File: config.mk
export PLATFORM = sky130hd
export DESIGN_NAME = lseu_core
export DESIGN_NICKNAME = d
export VERILOG_FILES = /design/src/core/lseu_pkg.sv /design/src/core/lseu_core.sv /design/src/core/lseu_ptr_file.sv
export SDC_FILE = /design/constraint.sdc
export NUM_CORES = 1
export LEC_CHECK = 0
export BUFFER_PORTS_ARGS = -buffer_cell sky130_fd_sc_hd__buf_2
export CAP_MARGIN = 25
export CORE_MARGIN = 2
export CORE_UTILIZATION = 57
export CTS_CLUSTER_DIAMETER = 120
export CTS_CLUSTER_SIZE = 24
export DETAILED_ROUTE_END_ITERATION = 10
export PLACE_DENSITY = 0.85
export SETUP_SLACK_MARGIN = 0.15
export SYNTH_ARGS = -nofsm -noshare
export SYNTH_HDL_FRONTEND = slang
export SYNTH_HIERARCHICAL = 1
export SYNTH_SLANG_ARGS = --single-unit
File: constraint.sdc
create_clock -name clk -period 3.75 [get_ports clk]
set_clock_uncertainty 0.2 [all_clocks]
set_input_delay 0.375 -clock clk [delete_from_list [all_inputs] [get_ports clk]]
set_output_delay 0.375 -clock clk [all_outputs]
set_load 0.01 [all_outputs]
File: src/core/lseu_pkg.sv
package lseu_pkg;
    // operation codes presented by the instruction decoder
    typedef enum logic [3:0] {
        OP_NONE,
        OP_LOAD_DIRECT,
        OP_LOAD_INDIRECT,
        OP_LOAD_POST_INC,
        OP_LOAD_PRE_DEC,
        OP_LOAD_DISPLACED,
        OP_WRITE_DIRECT_MEM,
        OP_WRITE_INDIRECT,
        OP_WRITE_POST_INC,
        OP_WRITE_PRE_DEC,
        OP_WRITE_DISPLACED,
        OP_READ_PROGRAM_MEM,
        OP_READ_PROGRAM_MEM_INC,
        OP_READ_PROGRAM_MEM_EXT,
        OP_READ_PROGRAM_MEM_EXT_INC
    } lseu_op_t;

    // pointer selection
    typedef enum logic [1:0] {
        PTR_A,
        PTR_B,
        PTR_C
    } lseu_ptr_t;

    // minimum cycle counts per form
    localparam int CYC_DIRECT    = 2;
    localparam int CYC_INDIRECT  = 1;
    localparam int CYC_PRE_DEC   = 2;
    localparam int CYC_DISPLACED = 2;
    localparam int CYC_PROGRAM   = 3;

    // register file indices of the pointer pairs, low byte first
    localparam logic [4:0] REG_PTR_A_LO = 5'h1A;
    localparam logic [4:0] REG_PTR_B_LO = 5'h1C;
    localparam logic [4:0] REG_PTR_C_LO = 5'h1E;
    localparam logic [4:0] REG_ZERO     = 5'h00;

    localparam logic [7:0] RESET_PAGE_EXT = 8'h00;
endpackage : lseu_pkg

File: src/core/lseu_core.sv
`timescale 1ns/1ps
// Overview of operation
// - load direct: absolute address, two cycles, flags kept
// - indirect load one cycle, optional post increment
// - pre-decrement load: decrement, then read, two cycles
// - displaced load: pointer plus offset, two cycles
// - direct write: absolute address, two cycles
// - indirect write one cycle, optional post increment
// - pre-decrement write: decrement first, two cycles
// - displaced write: pointer plus offset, two cycles
// - program read via pointer_c, three cycles
// - extended program read prefixes page extension, three cycles
module lseu_core (
    // clock and reset
    input  wire logic        clk,
    input  wire logic        rst_n,
    // instruction side
    input  wire logic        issue,
    input  wire logic [3:0]  op,
    input  wire logic [1:0]  ptr_sel,
    input  wire logic [4:0]  dest_reg,
    input  wire logic [4:0]  source_reg,
    input  wire logic [15:0] abs_addr,
    input  wire logic [5:0]  displacement,
    input  wire logic [7:0]  source_data,
    input  wire logic        page_ext_wr,
    input  wire logic [7:0]  page_ext_value,
    // instruction side results
    output logic             busy,
    output logic             done,
    output logic             reg_wr,
    output logic [4:0]       reg_wr_addr,
    output logic [7:0]       reg_wr_data,
    output logic [7:0]       program_page_ext,
    // data space
    output logic             data_rd,
    output logic             data_wr,
    output logic [15:0]      data_addr,
    output logic [7:0]       data_wdata,
    input  wire logic [7:0]  data_rdata,
    input  wire logic        data_wait,
    // program flash
    output logic             prog_rd,
    output logic [23:0]      prog_addr,
    input  wire logic [7:0]  prog_rdata
);
    typedef enum logic [1:0] {
        PH_IDLE,
        PH_ACCESS,
        PH_FINISH
    } lseu_state_t;

    lseu_state_t         state;
    lseu_pkg::lseu_op_t  cur_op;
    logic [1:0]          cur_ptr;
    logic [4:0]          cur_dest;
    logic [1:0]          cycle;
    logic [1:0]          need;
    logic [15:0]         ptr_a;
    logic [15:0]         ptr_b;
    logic [15:0]         ptr_c;
    logic [15:0]         sel_ptr;
    logic                ptr_wr;
    logic [1:0]          ptr_wr_sel;
    logic [15:0]         ptr_wr_value;
    lseu_pkg::lseu_op_t  new_op;

    assign new_op = lseu_pkg::lseu_op_t'(op);

    function automatic logic [15:0] pick_ptr(input logic [1:0] s, input logic [15:0] a,
                                             input logic [15:0] b, input logic [15:0] c);
        unique case (lseu_pkg::lseu_ptr_t'(s))
            lseu_pkg::PTR_A: pick_ptr = a;
            lseu_pkg::PTR_B: pick_ptr = b;
            default:         pick_ptr = c;
        endcase
    endfunction : pick_ptr

    function automatic logic [1:0] cycles_of(input lseu_pkg::lseu_op_t o);
        unique case (o)
            lseu_pkg::OP_LOAD_INDIRECT, lseu_pkg::OP_LOAD_POST_INC,
            lseu_pkg::OP_WRITE_INDIRECT, lseu_pkg::OP_WRITE_POST_INC:
                cycles_of = 2'(lseu_pkg::CYC_INDIRECT);
            lseu_pkg::OP_LOAD_PRE_DEC, lseu_pkg::OP_WRITE_PRE_DEC:
                cycles_of = 2'(lseu_pkg::CYC_PRE_DEC);
            lseu_pkg::OP_LOAD_DISPLACED, lseu_pkg::OP_WRITE_DISPLACED:
                cycles_of = 2'(lseu_pkg::CYC_DISPLACED);
            lseu_pkg::OP_READ_PROGRAM_MEM, lseu_pkg::OP_READ_PROGRAM_MEM_INC,
            lseu_pkg::OP_READ_PROGRAM_MEM_EXT, lseu_pkg::OP_READ_PROGRAM_MEM_EXT_INC:
                cycles_of = 2'(lseu_pkg::CYC_PROGRAM);
            default:
                cycles_of = 2'(lseu_pkg::CYC_DIRECT);
        endcase
    endfunction : cycles_of

    function automatic logic is_load(input lseu_pkg::lseu_op_t o);
        is_load = (o == lseu_pkg::OP_LOAD_DIRECT) || (o == lseu_pkg::OP_LOAD_INDIRECT) ||
                  (o == lseu_pkg::OP_LOAD_POST_INC) || (o == lseu_pkg::OP_LOAD_PRE_DEC) ||
                  (o == lseu_pkg::OP_LOAD_DISPLACED);
    endfunction : is_load

    function automatic logic is_prog(input lseu_pkg::lseu_op_t o);
        is_prog = (o == lseu_pkg::OP_READ_PROGRAM_MEM) || (o == lseu_pkg::OP_READ_PROGRAM_MEM_INC) ||
                  (o == lseu_pkg::OP_READ_PROGRAM_MEM_EXT) ||
                  (o == lseu_pkg::OP_READ_PROGRAM_MEM_EXT_INC);
    endfunction : is_prog

    assign sel_ptr = pick_ptr(ptr_sel, ptr_a, ptr_b, ptr_c);

    // pointer pairs kept beside the register file image
    lseu_ptr_file u_ptr_file (
        .clk      (clk),
        .rst_n    (rst_n),
        .wr_en    (ptr_wr),
        .wr_sel   (ptr_wr_sel),
        .wr_value (ptr_wr_value),
        .ptr_a    (ptr_a),
        .ptr_b    (ptr_b),
        .ptr_c    (ptr_c)
    );

    // pointer updates: pre-decrement at issue, post-increment at issue
    always_comb begin
        ptr_wr       = 1'b0;
        ptr_wr_sel   = ptr_sel;
        ptr_wr_value = sel_ptr;
        if (issue && state == PH_IDLE) begin
            unique case (new_op)
                lseu_pkg::OP_LOAD_POST_INC, lseu_pkg::OP_WRITE_POST_INC: begin
                    ptr_wr       = 1'b1;
                    ptr_wr_value = sel_ptr + 16'h0001;
                end
                lseu_pkg::OP_LOAD_PRE_DEC, lseu_pkg::OP_WRITE_PRE_DEC: begin
                    ptr_wr       = 1'b1;
                    ptr_wr_value = sel_ptr - 16'h0001;
                end
                lseu_pkg::OP_READ_PROGRAM_MEM_INC, lseu_pkg::OP_READ_PROGRAM_MEM_EXT_INC: begin
                    ptr_wr       = 1'b1;
                    ptr_wr_sel   = 2'(lseu_pkg::PTR_C);
                    ptr_wr_value = ptr_c + 16'h0001;
                end
                default: ;
            endcase
        end
    end

    // page extension register
    always_ff @(posedge clk) begin
        if (!rst_n) begin
            program_page_ext <= lseu_pkg::RESET_PAGE_EXT;
        end else if (page_ext_wr) begin
            program_page_ext <= page_ext_value;
        end
    end

    // sequencing
    always_ff @(posedge clk) begin
        if (!rst_n) begin
            state    <= PH_IDLE;
            cur_op   <= lseu_pkg::OP_NONE;
            cur_ptr  <= 2'h0;
            cur_dest <= 5'h00;
            cycle    <= 2'h0;
            need     <= 2'h0;
            busy     <= 1'b0;
            done     <= 1'b0;
        end else begin
            done <= 1'b0;
            unique case (state)
                PH_IDLE: begin
                    if (issue && new_op != lseu_pkg::OP_NONE) begin
                        cur_op  <= new_op;
                        cur_ptr <= ptr_sel;
                        cur_dest <= (new_op == lseu_pkg::OP_READ_PROGRAM_MEM ||
                                     new_op == lseu_pkg::OP_READ_PROGRAM_MEM_EXT) &&
                                    dest_reg == lseu_pkg::REG_ZERO ? lseu_pkg::REG_ZERO : dest_reg;
                        need    <= cycles_of(new_op);
                        cycle   <= 2'h1;
                        busy    <= 1'b1;
                        state   <= PH_ACCESS;
                    end
                end
                PH_ACCESS: begin
                    // data waits stretch beyond the minimum count
                    if (!(data_wait && !is_prog(cur_op))) begin
                        if (cycle >= need) begin
                            state <= PH_FINISH;
                        end else begin
                            cycle <= cycle + 2'h1;
                        end
                    end
                end
                PH_FINISH: begin
                    busy  <= 1'b0;
                    done  <= 1'b1;
                    state <= PH_IDLE;
                end
            endcase
        end
    end

    // memory strobes and addresses, registered at issue
    always_ff @(posedge clk) begin
        if (!rst_n) begin
            data_rd    <= 1'b0;
            data_wr    <= 1'b0;
            data_addr  <= 16'h0000;
            data_wdata <= 8'h00;
            prog_rd    <= 1'b0;
            prog_addr  <= 24'h000000;
        end else if (state == PH_IDLE && issue) begin
            data_rd <= is_load(new_op);
            data_wr <= (new_op == lseu_pkg::OP_WRITE_DIRECT_MEM) || (new_op == lseu_pkg::OP_WRITE_INDIRECT) ||
                       (new_op == lseu_pkg::OP_WRITE_POST_INC) || (new_op == lseu_pkg::OP_WRITE_PRE_DEC) ||
                       (new_op == lseu_pkg::OP_WRITE_DISPLACED);
            prog_rd    <= is_prog(new_op);
            data_wdata <= source_data;
            unique case (new_op)
                lseu_pkg::OP_LOAD_DIRECT, lseu_pkg::OP_WRITE_DIRECT_MEM:
                    data_addr <= abs_addr;
                lseu_pkg::OP_LOAD_PRE_DEC, lseu_pkg::OP_WRITE_PRE_DEC:
                    data_addr <= sel_ptr - 16'h0001;
                lseu_pkg::OP_LOAD_DISPLACED, lseu_pkg::OP_WRITE_DISPLACED:
                    data_addr <= sel_ptr + {10'h000, displacement};
                default:
                    data_addr <= sel_ptr;
            endcase
            if (new_op == lseu_pkg::OP_READ_PROGRAM_MEM_EXT || new_op == lseu_pkg::OP_READ_PROGRAM_MEM_EXT_INC) begin
                prog_addr <= {program_page_ext, ptr_c};
            end else begin
                prog_addr <= {8'h00, ptr_c};
            end
        end else if (state == PH_ACCESS && cycle >= need && !(data_wait && !is_prog(cur_op))) begin
            data_rd <= 1'b0;
            data_wr <= 1'b0;
            prog_rd <= 1'b0;
        end
    end

    // register write-back; flags never touched
    always_ff @(posedge clk) begin
        if (!rst_n) begin
            reg_wr      <= 1'b0;
            reg_wr_addr <= 5'h00;
            reg_wr_data <= 8'h00;
        end else if (state == PH_ACCESS && cycle >= need && !(data_wait && !is_prog(cur_op)) &&
                     (is_load(cur_op) || is_prog(cur_op))) begin
            reg_wr      <= 1'b1;
            reg_wr_addr <= cur_dest;
            reg_wr_data <= is_prog(cur_op) ? prog_rdata : data_rdata;
        end else begin
            reg_wr <= 1'b0;
        end
    end
endmodule : lseu_core

File: src/core/lseu_ptr_file.sv
`timescale 1ns/1ps
// pointer register pairs 27:26, 29:28, 31:30 with single-port update
module lseu_ptr_file (
    // clock and reset
    input  wire logic        clk,
    input  wire logic        rst_n,
    // update port
    input  wire logic        wr_en,
    input  wire logic [1:0]  wr_sel,
    input  wire logic [15:0] wr_value,
    // read out
    output logic [15:0]      ptr_a,
    output logic [15:0]      ptr_b,
    output logic [15:0]      ptr_c
);
    always_ff @(posedge clk) begin
        if (!rst_n) begin
            ptr_a <= 16'h0000;
            ptr_b <= 16'h0000;
            ptr_c <= 16'h0000;
        end else if (wr_en) begin
            unique case (lseu_pkg::lseu_ptr_t'(wr_sel))
                lseu_pkg::PTR_A: ptr_a <= wr_value;
                lseu_pkg::PTR_B: ptr_b <= wr_value;
                lseu_pkg::PTR_C: ptr_c <= wr_value;
                default: ;
            endcase
        end
    end
endmodule : lseu_ptr_file

==> metrics.csv <==
stage;metric;value;unit
run_status;status;finished with violations;
route;wl_met2;12.8;mm
layout;antennaDiodeCount;0;
placed_design;numPortBuffers;144;
power;switching_share;32.2;%
power;power.total;0.00446;W
synthesis;synthXorXnorAreaFrac;2.78;%
synthesis;netlist_area;8210;sq um
grt;grt_usage;35.0;%
timing;fmax;0.303;GHz
synthesis;synth_edf_count;0;
layout;syn_to_final_growth;22.0;%
run;cap_violations;0;
worst_setup_path;cp_max_fo;4;
synthesis;ys_types;75;
layout;utilization;71.6;%
synthesis;synth-adder-area-share;2.59;%
cts;cts.sinks;138;
worst_setup_path;critPathTopFamily;compound AO/OA/AOI/OAI gates;
synthesis;syn_inst;1040;
synthesis;synthMuxAreaShare;13.2;%
cts;clk_latency;440;ps
worst_setup_path;r2r.worst_path.cells;11;
grt;grt_pass1_vias;8244;
layout;multi_input_area;5010;sq um
synthesis;yosysSeqAreaShare;33.7;%
synthesis;syn_avg_cell_area;7.89;sq um
power;p_leak;4.39;nW
cts;clk_path_buf_depth;2;
timing;setup_tns;0;ps
worst_hold_path;hold_path_depth;3;
synthesis;synth_compound_area_share;21.6;%
timing;fin_hold_ws;-2.71;ps
cts;path_clk_slew;60;ps
route;drt.antenna.violating_nets;0;
worst_setup_path;cpPeakStageDelay;590;ps
placed_design;hpwl;17.4;mm
layout;regArea;2760;sq um
timing;fin_crit;3300;ps
route;wl_met1;10.5;mm
timing;hold_viol_final;1;
worst_setup_path;endpoint_kind;flop;
power;pwr-share-clk;41.1;%
die;initial_utilization;58.7;%
grt;overflow;0;
route;maxUsedRoutingLayer;met4;
route;drc;0;
worst_setup_path;cp.depth;11;
layout;finalNonFillerCells;1393;
worst_setup_path;crit_slowest_cell;o311ai_0;
timing;period_share;88.1;%
worst_setup_path;arrival;3390;ps
cts;numCtsBuffers;17;
die;fp.dieW;124;um
worst_setup_path;cp.required;3840;ps
route;first_pass_iters;6;
worst_setup_path;crit_type;flop to flop;
worst_setup_path;start_kind;flop;
synthesis;synth_fp_nets;1132;
cts;cts_tree;done;
layout;final_nets;1292;
die;die_height;124;um
die;dieArea;15400;sq um
worst_setup_path;path_cells;mux2_2 -> o21a_1 -> ha_1 -> nand2_1 -> o311ai_0 -> a2bb2oi_1 -> buf_4 -> nand2_1 -> xnor2_1 -> a221oi_1 -> a311oi_1;
worst_hold_path;hp-class;input pin to flop;
route;drt_wl_total;27.2;mm
layout;drive_gt1_share;21.3;%
grt;grt_max_degree;86;
power;powerDensity;446;nW/um^2
cts;htreeDepth;4;
die;num_rows;43;
grt;antenna_found_initial;0;
synthesis;synth_flop_cell;dfxtp_1;
timing;finalSetupViolCount;0;
worst_setup_path;r2r_slack;450;ps
layout;n_fill_cell;1019;
power;intPower;0.00302;W
timing;slew_violations;0;
cts;ctsRootBufferMaster;clkbuf_16;
cts;cts_setup_buffers;0;
timing;tightestPinTransition;904;ps
route;drt_iter0_drc;1398;
power;power_frac_comb;22.2;%
route;wl_met3;2.71;mm
worst_setup_path;crit_buf_inv;1;
grt;grt_pass1_wl;41.8;mm
power;ir_drop;0.000366;V
synthesis;yosys.area_share.simple;20.8;%
synthesis;yosysWarningCount;6;
die;fp.coreArea;14000;sq um
placed_design;place_inst;1341;
synthesis;postSynth.asyncResetShare;0;%
run_status;violations;negative hold slack;
route;vias;9019;
synthesis;ys_ff_latch;138;
timing;rsz0062_at_grt;no;
route;wl_per_cell;19.5;um
synthesis;synth_top_family_by_area;compound AO/OA/AOI/OAI gates;
worst_setup_path;cp_common_cell;nand2_1;
die;io_pins;150;
power;pwr-share-seq;36.8;%
power;p_switching;0.00144;W
timing;relSlewSlack;39.7;%
route;viasPerCell;6.47;
placed_design;gp_congestion;0.989;
power groups by stage:
stage	sequential, W	clock [W]	combinational [W]
floorplan	0.00169	0	0.000606
detailed placement	0.00167	0	0.000923
global route	0.00165	0.00191	0.00107
global placement	0.00166	0	0.000907
finish	0.00164	0.00183	0.000989
CTS	0.00164	0.00182	0.000958
cell usage after synthesis, types with 6 or more instances:
cell	number	area, sq um
a21o_1	7	52.6
a31oi_1	11	68.8
a21oi_1	99	495
inv_1	16	60.1
o21a_1	9	67.6
o211ai_1	12	90.1
xor2_1	10	87.6
dfxtp_1	138	2760
xnor2_1	16	140
nor3_1	15	75.1
nand4_1	10	62.6
o21ai_1	7	35.0
a211oi_1	7	52.6
nor2_1	86	323
a221oi_1	9	78.8
clkbuf_1	51	191
nand3_1	20	100
nand2_1	193	724
o21ai_0	59	295
and2_1	7	43.8
mux2_2	12	135
buf_2	8	40.0
ha_1	17	213
nand2b_1	6	37.5
a22oi_1	16	120
mux2i_1	90	901
through the flow:
stage,worst slack (ps),instance area [sq um]
floorplan,241,8210
global placement,287,9170
detailed placement,231,9170
CTS,566,9990
global route,344,10000
finish,448,10000
sequential cells by signal, indices dropped and copies added (netlist names):
register,cells
cycle,2
need,2
reg_wr_addr,5
data_addr,16
cur_dest,5
busy,1
reg_wr,1
data_wdata,8
cur_op,4
data_rd,1
prog_rd,1
u_ptr_file/ptr_b,16
u_ptr_file/ptr_a,16
state,2
reg_wr_data,8
data_wr,1
u_ptr_file/ptr_c,16
prog_addr,24
program_page_ext,8
done,1
worst min-delay path: cells and delay by family:
| kind | cells | cell delay (ps) |
|---|---|---|
| AND/OR/NAND/NOR | 1 | 90 |
| buffers and inverters | 1 | 70 |
| multiplexers | 1 | 60 |
area by class of cell:
class	count	share of cell area [%]
Clock buffer	19	4.52
Clock inverter	13	1.79
Inverter	20	0.750
Multi-Input combinational cell	809	50.0
Sequential cell	138	27.6
Tap cell	180	2.25
Timing Repair Buffer	214	13.0
cells by family after synthesis:
logic type	count (synthesis)
compound gates	283
xor+xnor	26
fa+ha+maj	17
buf+inv	93
flops	138
mux	105
simple gates	378
what timing repair did:
item,4_1_cts,5_1_grt
hold endpoints to repair,19,0
hold buffers,19,0
endpoints found under the setup margin,0,0
gates resized for setup,0,0
final timing paths:
check | from | end
worst max-delay path | u_ptr_file/ptr_a[2] | data_addr[10]
worst min-delay path | page_ext_value[1] | program_page_ext[1]
worst max register to register | u_ptr_file/ptr_a[2] | data_addr[10]
worst min register to register | prog_addr[3] | prog_addr[3]
per-layer routing:
| metal | track usage, % | up-vias |
|---|---|---|
| li1 | - | 4044 |
| met1 | 44.3 | 4208 |
| met2 | 57.1 | 624 |
| met3 | 7.97 | 143 |
| met4 | 15.5 | 0 |
| met5 | 0 | - |
layout by cell type (no fill, tap or decap), drive strengths merged, types with 8 or more instances in the layout:
master | synthesis | routed
mux2i | 90 | 90
clkbuf | 51 | 19
o21a | 9 | 9
xor2 | 10 | 10
nand4 | 10 | 10
nand3 | 20 | 20
o211ai | 13 | 13
nor3 | 16 | 16
a221oi | 9 | 9
nand2 | 193 | 193
nor2 | 87 | 87
mux2 | 15 | 15
a31oi | 11 | 11
a21oi | 99 | 99
inv | 18 | 24
o21ai | 66 | 66
a22oi | 16 | 16
buf | 22 | 195
dlygate4sd3 | 0 | 19
ha | 17 | 17
xnor2 | 16 | 16
a211oi | 8 | 8
dfxtp | 138 | 138
Note: power is estimated with default switching activity, not from simulation.
